**src/common/odpc_pkg.sv**
```systemverilog
// Constants, register map and field layout of the output disable and power control bank
//
// Function
// - Bits 2-5 three-state green/blue byte lanes
// - Bits 6 or 7 three-state pixel clock
// - Disable bits override every other output setting
// - Power bit 0 powers down red converter
// - Power bit 1 powers down green converter
// - Power bit 2 powers down blue converter
// - Power bit 3 powers down sampling loop
// - Clamp impedance code in bits 6:4, 0 off
// - Sampling loop offers 64 phase positions
// - Loop needs pixels per line programmed and power bit 3 clear
package odpc_pkg;
    // ------------------------------------------------------------
    // Bus geometry
    // ------------------------------------------------------------
    localparam int ADDR_W = 8; // Register address width
    localparam int DATA_W = 8; // Register data width
    localparam int LANES = 6; // Byte lanes: RP, RS, GP, GS, BP, BS
    localparam int BYTE_W = 8; // Bits per lane
    localparam int PHASE_STEPS = 64; // Sample positions per pixel
    localparam int PHASE_W = $clog2(PHASE_STEPS); // Phase select width
    localparam int PPL_W = 12; // Pixels-per-line width

    // ------------------------------------------------------------
    // Register offsets
    // ------------------------------------------------------------
    localparam logic [7:0] OFS_TRISTATE = 8'h1A; // output_tristate_control
    localparam logic [7:0] OFS_POWER = 8'h1B; // converter_power_down
    localparam logic [7:0] OFS_TUNING = 8'h1C; // video_tuning
    localparam logic [7:0] OFS_CLAMP = 8'h23; // restore_clamp_impedance
    localparam logic [7:0] OFS_PPL_LO = 8'h30; // Pixels per line, low byte
    localparam logic [7:0] OFS_PPL_HI = 8'h31; // Pixels per line, high nibble
    localparam logic [7:0] OFS_PHASE = 8'h32; // Sampling phase select
    localparam logic [7:0] OFS_STATUS = 8'h33; // Read-only block state

    // ------------------------------------------------------------
    // Reset values
    // ------------------------------------------------------------
    localparam logic [7:0] RST_TRISTATE = 8'h00;
    localparam logic [7:0] RST_POWER = 8'h00;
    localparam logic [7:0] RST_TUNING = 8'h47;
    localparam logic [7:0] RST_CLAMP = 8'h08;
    localparam logic [7:0] RST_PPL_LO = 8'h00;
    localparam logic [7:0] RST_PPL_HI = 8'h00;
    localparam logic [7:0] RST_PHASE = 8'h00;
    localparam logic [7:0] TUNING_BEST = 8'h49; // Recommended broadcast setting

    // ------------------------------------------------------------
    // Field positions and masks
    // ------------------------------------------------------------
    localparam int TS_LANE_LSB = 0; // Lane disables start at bit 0
    localparam int TS_CLK_A = 6; // Pixel clock disable, first copy
    localparam int TS_CLK_B = 7; // Pixel clock disable, second copy
    localparam int PD_RED = 0;
    localparam int PD_GREEN = 1;
    localparam int PD_BLUE = 2;
    localparam int PD_LOOP = 3;
    localparam logic [7:0] PD_MASK = 8'h0F; // Bits 7:4 reserved
    localparam int CLAMP_LSB = 4; // Impedance code bits 6:4
    localparam int CLAMP_W = 3;
    localparam logic [7:0] CLAMP_MASK = 8'h7F; // Bit 7 reserved
    localparam logic [7:0] PPL_HI_MASK = 8'h0F; // Upper pixel-count bits
    localparam logic [7:0] PHASE_MASK = 8'h3F; // Phase select bits
    localparam int ST_LOOP_RUN = 0; // Status: loop running
    localparam int ST_CLAMP_ON = 1; // Status: clamp connected
    localparam int ST_LANE_OFF = 2; // Status: some lane three-stated
    localparam int ST_CLK_OFF = 3; // Status: pixel clock three-stated

    // ------------------------------------------------------------
    // Loop range and clock
    // ------------------------------------------------------------
    localparam int RATE_MIN_MHZ = 10; // Lowest lockable pixel rate
    localparam int RATE_MAX_MHZ = 170; // Highest lockable pixel rate
    localparam int MCLK_MHZ = 50; // Register clock rate
endpackage

```
**src/common/odpc_lane_if.sv**
```systemverilog
// Interface between the register bank and the byte lane output stage
`timescale 1ns/1ps
interface odpc_lane_if #(
    parameter int LANES = 6,
    parameter int BYTE_W = 8
);
    logic [LANES*BYTE_W-1:0] din; // Formatted lane data
    logic [LANES-1:0] dis; // Per-lane three-state request
    logic [LANES*BYTE_W-1:0] dout; // Registered pin data
    logic [LANES*BYTE_W-1:0] oe; // Per-pin output enable
    modport ctrl (output din, output dis, input dout, input oe);
    modport lane (input din, input dis, output dout, output oe);
endinterface

```
**src/verilog/odpc_lanes.sv**
```systemverilog
// Byte lane output stage with per-lane three-state control
`timescale 1ns/1ps
module odpc_lanes #(
    parameter int LANES = 6,
    parameter int BYTE_W = 8
) (
    input wire logic mclk,
    input wire logic rst,
    odpc_lane_if.lane lif
);
    // ------------------------------------------------------------
    // Parameter check
    // ------------------------------------------------------------
    initial begin
        if (LANES < 1 || BYTE_W < 1) begin
            $error("odpc_lanes: LANES and BYTE_W must be positive");
        end
    end

    // ------------------------------------------------------------
    // Lane registers
    // ------------------------------------------------------------
    genvar g;
    generate
        for (g = 0; g < LANES; g++) begin : g_lane
            logic [BYTE_W-1:0] data_q; // Registered lane byte
            // Data flop per lane
            always_ff @(posedge mclk) begin
                if (rst) begin
                    data_q <= '0;
                end else begin
                    data_q <= lif.din[g*BYTE_W +: BYTE_W];
                end
            end
            assign lif.dout[g*BYTE_W +: BYTE_W] = data_q;
            assign lif.oe[g*BYTE_W +: BYTE_W] = {BYTE_W{~lif.dis[g]}};
        end
    endgenerate
endmodule

```
**src/verilog/odpc_top.sv**
```systemverilog
// Output disable and power control register bank with pin control
//
// Chosen here: strobed register access.
`timescale 1ns/1ps
module odpc_top #(
    parameter int PPL_W = odpc_pkg::PPL_W
) (
    input wire logic mclk,
    input wire logic rst,
    input wire logic [7:0] reg_addr,
    input wire logic [7:0] reg_wdata,
    input wire logic reg_wr,
    input wire logic reg_rd,
    output logic [7:0] reg_rdata,
    input wire logic fmt_wide,
    input wire logic [47:0] pix_in,
    output logic [47:0] pix_out,
    output logic [47:0] pix_oe,
    input wire logic pix_clk_in,
    output logic output_pixel_clock,
    output logic output_pixel_clock_oe,
    output logic red_pd,
    output logic green_pd,
    output logic blue_pd,
    output logic loop_pd,
    output logic [7:0] tuning,
    output logic [2:0] clamp_code,
    output logic clamp_on,
    output logic [5:0] phase_sel,
    output logic [PPL_W-1:0] pixels_per_line,
    output logic loop_run
);
    // ------------------------------------------------------------
    // Parameter check
    // ------------------------------------------------------------
    initial begin
        if (PPL_W < 9 || PPL_W > 12) begin
            $error("odpc_top: PPL_W must lie in 9..12");
        end
    end

    // ------------------------------------------------------------
    // Register storage
    // ------------------------------------------------------------
    logic [7:0] tristate_q; // Output disable bits
    logic [7:0] power_q; // Power-down bits
    logic [7:0] tuning_q; // Tuning byte
    logic [7:0] clamp_q; // Clamp impedance and reserved bits
    logic [7:0] ppl_lo_q; // Pixel count, low byte
    logic [7:0] ppl_hi_q; // Pixel count, high part
    logic [7:0] phase_q; // Phase select
    logic [7:0] rdata_q; // Read data register
    logic [7:0] rdata_d; // Read data next value
    logic [7:0] status; // Live block state
    logic pix_clk_q; // Registered pixel clock
    logic [47:0] lane_data; // Formatted lane data

    // Write decode helpers
    logic wr_ts;
    logic wr_pd;
    logic wr_tn;
    logic wr_cl;
    logic wr_pl;
    logic wr_ph;
    logic wr_ps;
    assign wr_ts = reg_wr && (reg_addr == odpc_pkg::OFS_TRISTATE);
    assign wr_pd = reg_wr && (reg_addr == odpc_pkg::OFS_POWER);
    assign wr_tn = reg_wr && (reg_addr == odpc_pkg::OFS_TUNING);
    assign wr_cl = reg_wr && (reg_addr == odpc_pkg::OFS_CLAMP);
    assign wr_pl = reg_wr && (reg_addr == odpc_pkg::OFS_PPL_LO);
    assign wr_ph = reg_wr && (reg_addr == odpc_pkg::OFS_PPL_HI);
    assign wr_ps = reg_wr && (reg_addr == odpc_pkg::OFS_PHASE);

    // ------------------------------------------------------------
    // Output configuration registers
    // ------------------------------------------------------------
    // Output disable register
    always_ff @(posedge mclk) begin
        // Default on reset, write acts next edge
        if (rst) begin
            tristate_q <= odpc_pkg::RST_TRISTATE;
        end else if (wr_ts) begin
            tristate_q <= reg_wdata;
        end
    end

    // Power-down register, reserved bits kept zero
    always_ff @(posedge mclk) begin
        if (rst) begin
            power_q <= odpc_pkg::RST_POWER;
        end else if (wr_pd) begin
            power_q <= reg_wdata & odpc_pkg::PD_MASK;
        end
    end

    // Tuning register
    always_ff @(posedge mclk) begin
        if (rst) begin
            tuning_q <= odpc_pkg::RST_TUNING;
        end else if (wr_tn) begin
            tuning_q <= reg_wdata;
        end
    end

    // Clamp register, bit 7 reserved zero
    always_ff @(posedge mclk) begin
        if (rst) begin
            clamp_q <= odpc_pkg::RST_CLAMP;
        end else if (wr_cl) begin
            clamp_q <= reg_wdata & odpc_pkg::CLAMP_MASK;
        end
    end

    // ------------------------------------------------------------
    // Sampling loop registers
    // ------------------------------------------------------------
    // Pixel count bytes
    always_ff @(posedge mclk) begin
        if (rst) begin
            ppl_lo_q <= odpc_pkg::RST_PPL_LO;
            ppl_hi_q <= odpc_pkg::RST_PPL_HI;
        end else begin
            if (wr_pl) begin
                ppl_lo_q <= reg_wdata;
            end
            if (wr_ph) begin
                ppl_hi_q <= reg_wdata & odpc_pkg::PPL_HI_MASK;
            end
        end
    end

    // Phase select
    always_ff @(posedge mclk) begin
        if (rst) begin
            phase_q <= odpc_pkg::RST_PHASE;
        end else if (wr_ps) begin
            phase_q <= reg_wdata & odpc_pkg::PHASE_MASK;
        end
    end

    // ------------------------------------------------------------
    // Controlled functions
    // ------------------------------------------------------------
    // Red converter power-down
    assign red_pd = power_q[odpc_pkg::PD_RED];
    assign green_pd = power_q[odpc_pkg::PD_GREEN];
    assign blue_pd = power_q[odpc_pkg::PD_BLUE];
    assign loop_pd = power_q[odpc_pkg::PD_LOOP];
    assign tuning = tuning_q;
    assign clamp_code = clamp_q[odpc_pkg::CLAMP_LSB +: odpc_pkg::CLAMP_W];
    assign clamp_on = (clamp_code != 3'h0);
    assign phase_sel = phase_q[odpc_pkg::PHASE_W-1:0];
    assign pixels_per_line = PPL_W'({ppl_hi_q[3:0], ppl_lo_q});
    // Loop runs once pixel count is nonzero and loop power-down bit 3 is clear
    assign loop_run = !loop_pd && (pixels_per_line != '0);

    // ------------------------------------------------------------
    // Output pins
    // ------------------------------------------------------------
    odpc_lane_if #(.LANES(odpc_pkg::LANES), .BYTE_W(odpc_pkg::BYTE_W)) lif ();

    // Narrow mode drives secondary lanes low
    always_comb begin
        lane_data = pix_in;
        if (!fmt_wide) begin
            lane_data[15:8] = 8'h00;
            lane_data[31:24] = 8'h00;
            lane_data[47:40] = 8'h00;
        end
    end
    assign lif.din = lane_data;
    // Lane disable bits, one per byte
    assign lif.dis = tristate_q[odpc_pkg::TS_LANE_LSB +: odpc_pkg::LANES];

    odpc_lanes #(.LANES(odpc_pkg::LANES), .BYTE_W(odpc_pkg::BYTE_W)) u_lanes (
        .mclk(mclk),
        .rst(rst),
        .lif(lif.lane)
    );
    assign pix_out = lif.dout;
    assign pix_oe = lif.oe;

    // Pixel clock register
    always_ff @(posedge mclk) begin
        if (rst) begin
            pix_clk_q <= 1'b0;
        end else begin
            pix_clk_q <= pix_clk_in;
        end
    end
    assign output_pixel_clock = pix_clk_q;
    // Either clock bit three-states the pin
    assign output_pixel_clock_oe =
        ~(tristate_q[odpc_pkg::TS_CLK_A] | tristate_q[odpc_pkg::TS_CLK_B]);

    // ------------------------------------------------------------
    // Status and read path
    // ------------------------------------------------------------
    // Live state word
    always_comb begin
        status = 8'h00;
        status[odpc_pkg::ST_LOOP_RUN] = loop_run;
        status[odpc_pkg::ST_CLAMP_ON] = clamp_on;
        status[odpc_pkg::ST_LANE_OFF] = |lif.dis;
        status[odpc_pkg::ST_CLK_OFF] = ~output_pixel_clock_oe;
    end

    // Read mux, unmapped reads return zero
    always_comb begin
        rdata_d = 8'h00;
        if (reg_rd) begin
            case (reg_addr)
                odpc_pkg::OFS_TRISTATE: rdata_d = tristate_q;
                odpc_pkg::OFS_POWER: rdata_d = power_q;
                odpc_pkg::OFS_TUNING: rdata_d = tuning_q;
                odpc_pkg::OFS_CLAMP: rdata_d = clamp_q;
                odpc_pkg::OFS_PPL_LO: rdata_d = ppl_lo_q;
                odpc_pkg::OFS_PPL_HI: rdata_d = ppl_hi_q;
                odpc_pkg::OFS_PHASE: rdata_d = phase_q;
                odpc_pkg::OFS_STATUS: rdata_d = status;
                default: rdata_d = 8'h00;
            endcase
        end
    end

    // Read data stands one cycle only
    always_ff @(posedge mclk) begin
        if (rst) begin
            rdata_q <= 8'h00;
        end else begin
            rdata_q <= rdata_d;
        end
    end
    assign reg_rdata = rdata_q;

    // ------------------------------------------------------------
    // Assertions
    // ------------------------------------------------------------
    lane_oe_a:
    assert property (@(posedge mclk) disable iff (rst)
        wr_ts ##1 1'b1 |-> (pix_oe[23:16] == {8{~$past(reg_wdata[2])}})
            && (pix_oe[47:40] == {8{~$past(reg_wdata[5])}}))
    else $error("lane enable does not follow disable bit");

    clk_oe_a:
    assert property (@(posedge mclk) disable iff (rst)
        wr_ts |=> output_pixel_clock_oe == !($past(reg_wdata[6]) || $past(reg_wdata[7])))
    else $error("pixel clock enable wrong");

    disable_wins_a:
    assert property (@(posedge mclk) disable iff (rst)
        tristate_q[3] |-> pix_oe[31:24] == 8'h00)
    else $error("disabled lane still driven");

    red_pd_a:
    assert property (@(posedge mclk) disable iff (rst)
        wr_pd |=> red_pd == $past(reg_wdata[0]))
    else $error("red power-down wrong");

    green_pd_a:
    assert property (@(posedge mclk) disable iff (rst)
        wr_pd |=> green_pd == $past(reg_wdata[1]))
    else $error("green power-down wrong");

    blue_pd_a:
    assert property (@(posedge mclk) disable iff (rst)
        wr_pd |=> blue_pd == $past(reg_wdata[2]))
    else $error("blue power-down wrong");

    loop_pd_a:
    assert property (@(posedge mclk) disable iff (rst)
        wr_pd ##1 !wr_pd |=> loop_pd == $past(reg_wdata[3], 2) && (!loop_pd || !loop_run))
    else $error("loop power-down wrong");

    clamp_code_a:
    assert property (@(posedge mclk) disable iff (rst)
        wr_cl |=> clamp_code == $past(reg_wdata[6:4])
            && clamp_on == ($past(reg_wdata[6:4]) != 3'h0))
    else $error("clamp code wrong");

    reset_val_a:
    assert property (@(posedge mclk)
        rst |=> tuning_q == odpc_pkg::RST_TUNING && clamp_q == odpc_pkg::RST_CLAMP
            && power_q == odpc_pkg::RST_POWER && tristate_q == odpc_pkg::RST_TRISTATE)
    else $error("reset value wrong");

    read_once_a:
    assert property (@(posedge mclk) disable iff (rst)
        !reg_rd |=> reg_rdata == 8'h00)
    else $error("read data outside read slot");

    cv_tuning: cover property (@(posedge mclk) wr_tn && reg_wdata == odpc_pkg::TUNING_BEST);
    cv_all_off: cover property (@(posedge mclk) tristate_q == 8'hFF);
    cv_loop_run: cover property (@(posedge mclk) $rose(loop_run));
    cv_status_rd: cover property (@(posedge mclk) reg_rd && reg_addr == odpc_pkg::OFS_STATUS);
endmodule

```
**config.mk**
```make
export PLATFORM = sky130hd
export DESIGN_NAME = odpc_top
export DESIGN_NICKNAME = d
export VERILOG_FILES = /design/src/common/odpc_pkg.sv /design/src/common/odpc_lane_if.sv /design/src/verilog/odpc_lanes.sv /design/src/verilog/odpc_top.sv
export SDC_FILE = /design/constraint.sdc
export NUM_CORES = 1
export LEC_CHECK = 0
export ABC_AREA = 1
export BUFFER_PORTS_ARGS = -buffer_cell sky130_fd_sc_hd__buf_2
export CORE_MARGIN = 2
export CORE_UTILIZATION = 49
export CTS_BUF_LIST = sky130_fd_sc_hd__clkbuf_8
export CTS_CLUSTER_SIZE = 25
export DETAILED_ROUTE_END_ITERATION = 7
export HOLD_SLACK_MARGIN = 0.03
export PLACE_DENSITY = 0.9
export SLEW_MARGIN = 25
export SYNTH_ARGS = -nofsm -noshare
export SYNTH_HDL_FRONTEND = slang
export SYNTH_HIERARCHICAL = 1
export SYNTH_SLANG_ARGS = --single-unit
```
**constraint.sdc**
```tcl
create_clock -name mclk -period 1.56 [get_ports mclk]
set_input_delay 0.234 -clock mclk [delete_from_list [all_inputs] [get_ports mclk]]
set_output_delay 0.234 -clock mclk [all_outputs]
set_load 0.03 [all_outputs]
```
# Word level (Yosys, flattened, before mapping)
# Index checks and enable logic that the tools add are counted.
[totals]
regBits = 102
latch_bits = 0
ram_bits = 0
rom_bits = 0
in_bits = 70
out_inout_bits = 141
word_cells = 48
n_memories = 0
[classes]
n_addsub = 0
multipliers = 0
div_mod_pow = 0
order_cmp = 0
eq_ne = 8
shifts = 0
n_mux = 1
bitwise_logic = 10
n_reduce_logical = 14
[op_table]
columns = ["cell", "n"]
rows = [
  ["8-bit case mux with 8 select lines", 1],
  ["8-bit by 6-bit equality test with 1-bit output (second input constant)", 5],
  ["8-bit by 5-bit equality test with 1-bit output (second input constant)", 3],
  ["12-bit nonzero test", 1],
  ["1-bit NOT", 9],
  ["1-bit logical AND", 8],
  ["6-bit OR reduction", 1],
  ["2-bit OR reduction", 2],
  ["3-bit nonzero test", 1],
  ["1-bit logical NOT", 1],
  ["1-bit bitwise OR", 1],
]

# Logic depth before layout (Yosys ltp)
# Gate-level depths: netlist of run 1.
[logic_depth]
ltp_word = 3
mapped_depth = 10
depth_no_buf = 9

# By module
# Netlist of run 1, hierarchy kept.
[by_module_without_submodules]
columns = ["module", "instances", "cells_each", "area_each_um2", "seq_area_each_um2"]
rows = [
  ["odpc_top", 1, 412, 2924.1, 1081.0],
  ["odpc_lanes", 1, 197, 1702.9, 960.9],
]

# Least setup slack after synthesis of run 1
# Ideal clock, no wire load.
[synth_path]
kind = "reg2out"
start = "register ppl_hi_q[1]"
end = "output loop_run"
arrival_ns = 1.255
required_time_ns = 1.326
path_slack_ns = 0.071
path_stages_with_launch = 5
path_cell_list = "dfxtp_1 > inv_1 > nand2_1 > nor3_1 > a21oi_1"
[synth_via]
elab_chain_cells = 2
[synth_rtl]
columns = ["element", "line", "rtl"]
rows = [
  ["start, declared", "odpc_top.sv:50", "logic [7:0] ppl_hi_q;"],
  ["start signal, assigned", "odpc_top.sv:121", "ppl_hi_q <= odpc_pkg::RST_PPL_HI;"],
  ["start signal, assigned", "odpc_top.sv:127", "ppl_hi_q <= reg_wdata & odpc_pkg::PPL_HI_MASK;"],
  ["12-bit nonzero test", "odpc_top.sv:155", "assign loop_run = !loop_pd && (pixels_per_line != '0);"],
  ["1-bit logical AND", "odpc_top.sv:155", ""],
  ["end, declared", "odpc_top.sv:31", "output logic loop_run"],
]
# Every way passes these cells.

# Worst setup path in the final report of run 1
[layout_path]
start = "register ppl_lo_q[4]"
end = "output loop_run"
[layout_via]
elab_chain_cells = 2
[layout_rtl]
columns = ["element", "line", "rtl"]
rows = [
  ["start, declared", "odpc_top.sv:49", "logic [7:0] ppl_lo_q;"],
  ["start signal, assigned", "odpc_top.sv:120", "ppl_lo_q <= odpc_pkg::RST_PPL_LO;"],
  ["start signal, assigned", "odpc_top.sv:124", "ppl_lo_q <= reg_wdata;"],
  ["12-bit nonzero test", "odpc_top.sv:155", ""],
  ["1-bit logical AND", "odpc_top.sv:155", ""],
]
# Every way passes these cells.

==> results.tsv, run 1 <==
stage	metric	value	unit
timing	worst_slew_pin_slew	0.4657	ns
layout	layout_common_cells	209 x buf_2, 117 x inv_1, 92 x dfxtp_1, 85 x nand2_1, 80 x nor2_1	
floorplan	core_area	9196	um^2
floorplan	start_util	50.31	%
setup_path	arrival	1.31	ns
timing	min_period	1.543	ns
synthesis	synth-seq-area-share	44.13	%
layout	final_nets	844	
layout	nFillCells	803	
pwr	p_per_area	856.9	nW/um^2
routing	drt_pass1_iterations	5	
pwr	power_switching	1.364	mW
setup_path	path_cells	nor2_2, nand3_1, nor2_2, a21oi_2, buf_6	
layout	seq_area	2057	um^2
synthesis	ys_warn_count	6	
timing	fin_crit_sh	98.94	%
clock_tree	clock-root-buffer	clkbuf_8	
layout	final_common_cell	buf_2	
pwr	p_leak	3.070	nW
synthesis	syn_area	4627	um^2
layout	area_growth	21.09	%
pwr	pwr-share-comb	11.6	%
timing	slew_headroom	68.95	%
pwr	total_power	4.801	mW
global_route	grt_max_degree	49	
timing	timing.final.setup_violations	0	
layout	antenna_cells	0	
pwr	clockPowerShare	32.7	%
synthesis	synth_area_leaders	dfxtp_1 44%, inv_1 9.4%, buf_4 8.0%, nand2_1 6.9%, nor2_1 6.7%	
synthesis	synth.avg_cell_area	7.598	um^2
routing	drc	0	
pwr	ir_drop	0.4823	mV
synthesis	yosysTopAreaCell	dfxtp_1	
place	dp_hpwl	9249	um
layout	fin_cells	890	
setup_path	cp-start-kind	register	
global_route	grt_overflow	0	
routing	drtIter0Drc	214	
clock_tree	clkTransAtPathRegs	0.10	ns
setup_path	critPathCaptureType	output pin	
setup_path	crit_type	register to output pin	
floorplan	fp-row-count	35	
setup_path	crit_slowest_cell	dfxtp_4	
layout	fin_util	60.93	%
setup_path	worst_path_most_repeated_cell	nor2_2	
pwr	seqPwrFrac	55.7	%
timing	finalClockSkew	0.01650	ns
place	io_buffers	210	
timing	rsz0062_at_grt	true	
worst_hold_path	holdCritPathClass	primary input to register	
floorplan	die_h	101.2	um
routing	wirelength	11960	um
timing	drv_slew	0	
setup_path	slowest_delay	0.37	ns
clock_tree	clock_latency	0.37	ns
setup_path	required	1.33	ns
timing	fin_tns_setup	0	ns
run_status	status	complete, no violations	
place	globalplace.congestion	0.9531	
setup_path	path_buf_inv	1	
setup_path	path_max_fanout	4	
synthesis	syn_nets	679	
clock_tree	htreeDepth	3	
timing	hold_violations	0	
clock_tree	cts.path.max_buffers	2	
synthesis	netlist_instances	609	
global_route	antenna_found_initial	0	
routing	wl_per_cell	13.44	um
floorplan	io_pins	211	
setup_path	path_delay_family	flip-flops	
layout	drive_gt1_share	37.48	%
global_route	grt_use_total	23.07	%
routing	vias	4198	
timing	max_freq	647.9	MHz
clock_tree	cts_made_buffers	9	
global_route	grt_pass1_wl	18410	um
clock_tree	cts_sinks	102	
routing	final_antenna_net_count	0	
synthesis	synth.distinct_cells	28	
floorplan	fp.dieW	101.2	um
synthesis	synth_top_area_share	44.13	%
place	dp.cells	873	
global_route	grt_pass1_vias	3800	
clock_tree	tritoncts	yes	
job	drv_cap	0	
layout	multi_input_area	1624	um^2
synthesis	synth-seq-cells	102	
routing	routed_via_density	4.717	
pwr	netSwitchingFraction	28.42	%
pwr	p_int	3.437	mW
floorplan	die_area	10240	um^2
timing	holdWs	0.05994	ns
-- layout make-up --
class | count | area share [%]
clock buffers | 9 | 2.211
clock inverters | 7 | 1.050
inverters | 124 | 8.397
multi-input cells | 319 | 28.99
flip-flops and latches | 102 | 36.71
well taps | 111 | 2.479
repair buffers | 218 | 20.17
-- power by group through the flow --
stage	clock (mW)	sequential, mW	combinational, mW
floorplan	0	2.86	0.225
CTS	1.58	2.68	0.558
global placement	0	2.74	0.548
finish	1.57	2.68	0.558
global route	1.71	2.68	0.605
detailed placement	0	2.74	0.557
-- per-layer routing --
metal | GRT usage [%] | share of wire, %
met5 | 0 | 0
met3 | 6.073 | 10
met1 | 27.20 | 39
met4 | 9.252 | 2.3
met2 | 39.99 | 49
-- final timing paths --
| path | cells past startpoint | slack (ns) | endpoint | start |
|---|---|---|---|---|
| setup / recovery | 5 | 0.02 | loop_run | ppl_lo_q[4]$_SDFFE_PP0P_ |
| setup reg to reg | 8 | 0.42 | reg_rdata[0]$_SDFF_PP0_ | ppl_lo_q[4]$_SDFFE_PP0P_ |
| hold / removal | 3 | 0.06 | u_lanes/g_lane[2].data_q[5]$_SDFF_PP0_ | pix_in[21] |
| hold reg to reg | 2 | 0.47 | power_q[0]$_SDFFE_PP0P_ | power_q[0]$_SDFFE_PP0P_ |
-- Yosys cell counts --
library cell    n
a21oi_1        39
a21oi_2         2
buf_12          2
buf_2           2
buf_4          49
buf_6           6
clkbuf_1        5
dfxtp_1       102
inv_1         116
inv_2           6
inv_4           2
nand2_1        85
nand2_2         9
nand2_4         4
nand2_8         1
nand3_1        36
nand3_2         5
nand4_1         3
nor2_1         82
nor2_2          2
nor2_4          6
nor2_8          5
nor3_1          1
o211ai_1        2
o211ai_2        1
o21ai_0        23
o21ai_1        11
o21ai_2         2
-- through the flow --
stage	setup WS, ns	cell area (um^2)
CTS	0.01037	5574
global route	-0.04580	5603
detailed placement	0.1018	5378
finish	0.01654	5603
global placement	0.1506	5378
floorplan	0.07059	4627
-- state kept, by name, indices dropped and copies added (netlist names), 6 cells and up --
name                   flops
tristate_q                 8
clamp_q                    7
phase_q                    6
tuning                     8
ppl_lo_q                   8
u_lanes/g_lane.data_q     48
reg_rdata                  8
-- tightest hold or removal path: stages --
cell and delay, ns:
buf_2 0.07, inv_1 0.03, nor2_1 0.06
-- kinds of logic after synthesis --
| family | share of synthesized area (%) |
|---|---|
| AND/OR/NAND/NOR | 25.55 |
| buffers and inverters | 21.07 |
| flip-flops | 44.13 |
| AO/OA/AOI/OAI | 9.248 |
-- repair_timing --
item,in CTS,in global routing
hold buffers,0,0
pin swaps,0,2
setup buffers,0,1
hold endpoints to repair,0,0
setup endpoints to repair,1,1
resized for setup,6,11
Note: power is estimated with default switching activity, not from simulation.
==> run 2: changes to the inputs <==
--- a/config.mk
+++ b/config.mk
@@ -8,14 +8,13 @@
 export ABC_AREA = 1
 export BUFFER_PORTS_ARGS = -buffer_cell sky130_fd_sc_hd__buf_2
 export CORE_MARGIN = 2
-export CORE_UTILIZATION = 49
+export CORE_UTILIZATION = 47
 export CTS_BUF_LIST = sky130_fd_sc_hd__clkbuf_8
 export CTS_CLUSTER_SIZE = 25
 export DETAILED_ROUTE_END_ITERATION = 7
 export HOLD_SLACK_MARGIN = 0.03
-export PLACE_DENSITY = 0.9
+export PLACE_DENSITY = 0.89
 export SLEW_MARGIN = 25
 export SYNTH_ARGS = -nofsm -noshare
 export SYNTH_HDL_FRONTEND = slang
-export SYNTH_HIERARCHICAL = 1
 export SYNTH_SLANG_ARGS = --single-unit
==> constraint.sdc (replaced) <==
create_clock -name mclk -period 1.56 [get_ports mclk]
set_input_delay 0.234 -clock mclk [delete_from_list [all_inputs] [get_ports mclk]]
set_output_delay 0.234 -clock mclk [all_outputs]
set_load 0.005 [all_outputs]
==> results.tsv, run 2 <==
stage	metric	value	unit	change
synthesis	synth.avg_cell_area	7.717	um^2	+1.6%
timing	fin_ws	0.07233	ns	+0.05579 ns
routing	wirelength	10950	um	-8.5%
synthesis	synth-seq-area-share	48.82	%	+4.7 points
timing	min_period	1.488	ns	-0.05579 ns
place	pre_cts_slack	-0.004638	ns	-0.1064 ns
layout	antenna_cells	0		unchanged
setup_path	path_cells	inv_2, nand2_2, nor3_4, a21oi_2, buf_2		
floorplan	die_h	98.34	um	-2.8%
setup_path	crit_type	register to output pin		
setup_path	cp-start-kind	register		
layout	drive_gt1_share	37.64	%	+0.15 points
synthesis	synth_common_cells	102 x dfxtp_1, 93 x nor2_1, 91 x inv_1		
routing	drt_pass1_iterations	5		unchanged
synthesis	ys_warn_count	0		-6
synthesis	synth_top_area_share	48.82	%	+4.7 points
layout	top_register	u_lanes.g_lane.data_q		
place	globalplace.congestion	0.9964		+4.5%
layout	nFillCells	820		+2.1%
clock_tree	cts_made_buffers	9		unchanged
routing	wl_per_cell	13.22	um	-1.6%
clock_tree	hold_buffers	0		unchanged
synthesis	post-synth-top-count-cell	dfxtp_1		
place	io_buffers	210		unchanged
pwr	p_leak	2.799	nW	-8.8%
floorplan	start_util	48.20	%	-2.1 points
global_route	grt_pass1_wl	17000	um	-7.6%
layout	largest_reg_flops	48		unchanged
setup_path	path_delay_family	flip-flops		
worst_hold_path	min_to	u_lanes.g_lane[0].data_q[2]$_SDFF_PP0_		
setup_path	reg2reg_from	ppl_lo_q[4]$_SDFFE_PP0P_		
setup_path	crit_slowest_cell	dfxtp_1		
timing	drv_slew	0		unchanged
synthesis	syn_nets	612		-9.9%
floorplan	fp.dieW	98.34	um	-2.8%
synthesis	synth_edf_count	0		unchanged
layout	final_nets	785		-7.0%
clock_tree	clock-root-buffer	clkbuf_8		
routing	routed_via_density	4.734		+0.37%
setup_path	critPathCaptureType	output pin		
routing	final_antenna_net_count	0		unchanged
setup_path	r2r_end	reg_rdata[0]$_SDFF_PP0_		
synthesis	synth.distinct_cells	23		-18%
timing	fin_crit_sh	95.36	%	-3.6 points
setup_path	rrSetupSlack	0.39	ns	-0.03 ns
floorplan	core_area	8678	um^2	-5.6%
layout	area_growth	25.52	%	
setup_path	required	1.33	ns	about the same
clock_tree	cts.path.max_buffers	2		unchanged
synthesis	yosysTopAreaCell	dfxtp_1		
routing	drc	0		unchanged
job	drv_cap	0		unchanged
timing	fin_tns_setup	0	ns	unchanged
timing	finalClockSkew	0.007826	ns	-0.008672 ns
synthesis	synth-seq-cells	102		unchanged
synthesis	async_reset_ff_share	0	%	unchanged
setup_path	rr_worst_depth	8		unchanged
setup_path	slowest_delay	0.33	ns	-0.04 ns
worst_hold_path	hold_path_startpoint	pix_in[2]		
worst_hold_path	holdCritPathClass	primary input to register		
clock_tree	cts_sinks	102		unchanged
clock_tree	clkTransAtPathRegs	0.10	ns	about the same
layout	layout_common_cells	210 x buf_2, 101 x dfxtp_1, 92 x nor2_1, 89 x inv_1, 47 x nand2_1		
floorplan	die_area	9670	um^2	-5.5%
clock_tree	htreeDepth	3		unchanged
synthesis	synth_area_leaders	dfxtp_1 49%, buf_4 8.4%, nor2_1 8.3%, inv_1 8.2%, o21ai_0 5.4%		
global_route	grt_pass1_vias	3606		-5.1%
run_status	status	complete, no violations		
setup_path	arrival	1.25	ns	-0.06 ns
clock_tree	tritoncts	yes		
global_route	antenna_found_initial	0		unchanged
timing	hold_violations	0		unchanged
clock_tree	clock_latency	0.36	ns	about the same
layout	final_common_cell	buf_2		
timing	timing.final.setup_violations	0		unchanged
floorplan	io_pins	211		unchanged
global_route	grt_overflow	0		unchanged
synthesis	syn_area	4183	um^2	-9.6%
place	dp_hpwl	8688	um	-6.1%
timing	max_freq	672.2	MHz	+3.8%
synthesis	synthFlopType	dfxtp_1		
pwr	p_per_area	882.5	nW/um^2	+3.0%
timing	slew_headroom	78.37	%	+9.4 points
routing	vias	3920		-6.6%
floorplan	fp-row-count	34		-2.9%
timing	worst_slew_pin_slew	0.3241	ns	-0.1416 ns
worst_hold_path	whs_path_depth	3		unchanged
global_route	grt_use_total	22.06	%	-1.0 points
routing	drtIter0Drc	195		-8.9%
setup_path	path_max_fanout	3		-1
pwr	ir_drop	0.7295	mV	+51%
global_route	grt_max_degree	32		-35%
timing	rsz0062_at_grt	false		
setup_path	path_buf_inv	2		+1
synthesis	netlist_instances	542		-11%
[run 2: metrics by stage]
stage	utilization (%)	hold WS [ns]	total power, mW	instances	instance area, um^2
after floorplan	-	0.3337	2.900	542	4183
after global placement	57.96	0.4316	3.096	811	5030
after detailed placement	57.96	0.4388	3.106	811	5030
after CTS	60.22	0.04540	4.680	827	5226
after global routing	60.50	0.05163	4.834	828	5250
final	60.50	0.06334	4.633	828	5250
[run 2: what timing repair did]
item | CTS | global route
resized for setup | 1 | 7
setup buffers | 0 | 1
endpoints found under the setup margin | 1 | 1
pin swaps | 0 | 2
[run 2: tightest hold or removal path, delay by kind of cell]
family	cells	cell delay, ns
buffers and inverters	2	0.10
AND/OR/NAND/NOR	1	0.06
[run 2: layout make-up]
class	count	area, um^2	share of cell area, %
Clock buffer	9	123.9	2.359
Sequential cell	102	2043	38.92
Timing Repair Buffer	221	1134	21.59
Clock inverter	7	67.56	1.287
Inverter	96	361.6	6.888
Multi-Input combinational cell	285	1385	26.38
Tap cell	108	135.1	2.574
[run 2: cells by family (layout without fill, tap and decap cells)]
logic type      count (synthesis)  after routing  share of synthesized area [%]
simple gates                  195            195                          21.15
buf+inv                       155            333                          18.55
flops                         102            102                          48.82
compound gates                 90             90                          11.49
[run 2: worst max-delay path by stage]
stage                                       endpoint  cells after the start                startpoint  slack [ns]
after floorplan           tristate_q[5]$_SDFFE_PP0P_                      9               reg_addr[2]        0.35
after global placement       clamp_q[4]$_SDFFE_PP0P_                      9               reg_addr[6]        0.05
after detailed placement     clamp_q[5]$_SDFFE_PP0P_                      9               reg_addr[6]      -0.005
after CTS                                   loop_run                      5  ppl_lo_q[5]$_SDFFE_PP0P_        0.05
after global routing                        loop_run                      5  ppl_lo_q[4]$_SDFFE_PP0P_       0.008
final                                       loop_run                      5  ppl_lo_q[4]$_SDFFE_PP0P_        0.07
[run 2: report_power, final]
group	internal, mW	total [mW]	leakage [nW]	switching, mW
registers	2.66	2.68	0.833	0.0136
clock network	0.619	1.59	0.0989	0.971
logic	0.157	0.366	1.87	0.210
total	3.44	4.63	2.80	1.19
[run 2: metal layers]
metal / track usage, % / vias to the layer above / routed length [um]
li1: - / 1969 / -
met5: 0 / - / 0
met3: 5.655 / 17 / 965
met4: 7.798 / 0 / 195
met1: 25.35 / 1729 / 4369
met2: 39.56 / 205 / 5420
==> run 3: changes to the inputs <==
--- a/config.mk
+++ b/config.mk
@@ -8,13 +8,14 @@
 export ABC_AREA = 1
 export BUFFER_PORTS_ARGS = -buffer_cell sky130_fd_sc_hd__buf_2
 export CORE_MARGIN = 2
-export CORE_UTILIZATION = 47
+export CORE_UTILIZATION = 49
 export CTS_BUF_LIST = sky130_fd_sc_hd__clkbuf_8
 export CTS_CLUSTER_SIZE = 25
 export DETAILED_ROUTE_END_ITERATION = 7
 export HOLD_SLACK_MARGIN = 0.03
-export PLACE_DENSITY = 0.89
+export PLACE_DENSITY = 0.9
 export SLEW_MARGIN = 25
 export SYNTH_ARGS = -nofsm -noshare
 export SYNTH_HDL_FRONTEND = slang
+export SYNTH_HIERARCHICAL = 1
 export SYNTH_SLANG_ARGS = --single-unit
==> constraint.sdc (replaced) <==
create_clock -name mclk -period 1.5 [get_ports mclk]
set_input_delay 0.225 -clock mclk [delete_from_list [all_inputs] [get_ports mclk]]
set_output_delay 0.225 -clock mclk [all_outputs]
set_load 0.005 [all_outputs]
==> results.tsv, run 3 (same netlist as run 1, synthesis figures left out) <==
stage	metric	value	unit	change
place	dp_hpwl	9499	um	+9.3%
setup_path	crit_slowest_cell	dfxtp_4		
global_route	grt_use_total	23.66	%	+1.6 points
routing	routed_via_density	4.739		+0.11%
place	io_buffers	210		unchanged
global_route	grt_pass1_wl	18780	um	+10%
timing	min_period	1.465	ns	
routing	drc	0		unchanged
setup_path	arrival	1.24	ns	about the same
layout	final_common_cell	buf_2		
setup_path	rr_worst_depth	6		-2
timing	drv_slew	0		unchanged
layout	final_nets	845		+7.6%
timing	slew_headroom	70.86	%	-7.5 points
run_status	status	complete, no violations		
clock_tree	clock_latency	0.36	ns	about the same
setup_path	worst_path_most_repeated_cell	nor2_4		
timing	hold_violations	0		unchanged
clock_tree	cts.path.max_buffers	2		unchanged
setup_path	path_cells	nor2_4, nand3_2, nor2_4, a21oi_2, buf_2		
worst_hold_path	whs_path_depth	3		unchanged
clock_tree	clkTransAtPathRegs	0.10	ns	about the same
floorplan	start_util	50.31	%	+2.1 points
clock_tree	htreeDepth	3		unchanged
timing	worst_slew_pin_slew	0.4370	ns	+0.1129 ns
floorplan	io_pins	211		unchanged
layout	area_growth	21.80	%	
clock_tree	cts_sinks	102		unchanged
global_route	grt_overflow	0		unchanged
timing	fin_crit_sh	97.64	%	
timing	holdWs	0.05715	ns	-0.006194 ns
layout	antenna_cells	0		unchanged
place	post_dp_cell_area	5373	um^2	+6.8%
routing	final_antenna_net_count	0		unchanged
setup_path	path_delay_family	flip-flops		
floorplan	core_area	9196	um^2	+6.0%
setup_path	slowest_delay	0.36	ns	+0.03 ns
routing	vias	4218		+7.6%
setup_path	crit_type	register to output pin		
pwr	p_leak	3.096	nW	+11%
setup_path	cp-start-kind	register		
clock_tree	cts_made_buffers	9		unchanged
global_route	grt_max_degree	46		+44%
routing	wl_per_cell	13.76	um	+4.1%
timing	finalClockSkew	0.005941	ns	-0.001884 ns
layout	drive_gt1_share	37.61	%	about the same
setup_path	path_buf_inv	1		-1
pwr	ir_drop	0.7189	mV	-1.5%
place	globalplace.congestion	0.9619		-3.5%
timing	timing.final.setup_violations	0		unchanged
worst_hold_path	holdCritPathClass	primary input to register		
layout	layout_common_cells	210 x buf_2, 117 x inv_1, 92 x dfxtp_1, 85 x nand2_1, 80 x nor2_1		
floorplan	die_area	10240	um^2	+5.9%
layout	top_register	u_lanes/g_lane.data_q		
layout	largest_reg_flops	48		unchanged
floorplan	fp-row-count	35		+2.9%
setup_path	required	1.27	ns	-0.06 ns
pwr	total_power	5.121	mW	+11%
timing	rsz0062_at_grt	true		
job	drv_cap	0		unchanged
pwr	p_per_area	908.8	nW/um^2	+3.0%
layout	stdcell_area	5635	um^2	+7.3%
routing	drtIter0Drc	196		+0.51%
layout	fin_util	61.28	%	+0.78 points
setup_path	critPathCaptureType	output pin		
global_route	antenna_found_initial	0		unchanged
clock_tree	tritoncts	yes		
clock_tree	clock-root-buffer	clkbuf_8		
routing	drt_pass1_iterations	6		+1
setup_path	rrSetupSlack	0.37	ns	-0.02 ns
timing	max_freq	682.7	MHz	
setup_path	path_max_fanout	2		-1
routing	wirelength	12250	um	+12%
floorplan	die_h	101.2	um	+2.9%
global_route	grt_pass1_vias	3922		+8.8%
setup_path	cp.depth	5		unchanged
floorplan	fp.dieW	101.2	um	+2.9%
-- run 3: cell types whose count changed in the layout (fill, tap and decap cells not counted), sizes merged, moves of 3 or more --
| cell | change |
|---|---|
| nor2 | -9 |
| clkinv | -4 |
| o21ai | -9 |
| a21oi | +3 |
| nand3 | +9 |
| nand2 | +43 |
| inv | +28 |
-- run 3: worst paths after layout --
path | end | startpoint
min reg2reg | power_q[1]$_SDFFE_PP0P_ | power_q[1]$_SDFFE_PP0P_
max reg2reg | reg_rdata[1]$_SDFF_PP0_ | clamp_q[5]$_SDFFE_PP0P_
max | loop_run | ppl_lo_q[5]$_SDFFE_PP0P_
min | output_pixel_clock$_SDFF_PP0_ | pix_clk_in
-- run 3: timing repair --
item	4_1_cts	5_1_grt
pin swaps	1	1
buffers inserted	0	1
setup endpoints to repair	1	1
cloned	0	0
gates resized for setup	5	13
hold endpoints to repair	0	0
hold buffers	0	0
-- run 3: power by group --
group	switching, mW	total (mW)	leakage, nW	internal (mW)
sequential	0.0151	2.78	0.838	2.77
clock	0.952	1.89	0.108	0.935
combinational	0.276	0.453	2.15	0.176
-- run 3: layout make-up --
type	instances	area, um^2
Inverter	124	470.5
Clock buffer	9	123.9
Tap cell	111	138.9
Sequential cell	102	2057
Timing Repair Buffer	219	1119
Fill cell	832	3561
Multi-Input combinational cell	319	1639
Clock inverter	6	87.58
-- run 3: worst reg2reg max path, stage by stage, from the launching register on --
cell     delay [ns]
dfxtp_1        0.35
inv_1          0.08
nand3_1        0.21
nand3_2        0.14
nand2_1        0.06
nor2_1         0.12
a21oi_1        0.07
-- run 3: per-layer routing --
metal  global-route usage, %  routed length [um]  vias to the layer above
met4                   9.252                 282                        0
met1                   26.83                4714                     1859
li1                        -                   -                     2119
met5                       0                   0                        -
met3                   5.797                1064                       27
met2                   42.69                6189                      213
-- run 3: stage by stage --
step / instances / setup WS (ns) / setup TNS, ns
after floorplan: 609 / 0.3540 / 0
after global placement: 874 / 0.09814 / 0
after detailed placement: 874 / 0.04528 / 0
after CTS: 889 / 0.005571 / 0
after global routing: 890 / -0.02590 / -0.02590
final: 890 / 0.03533 / 0
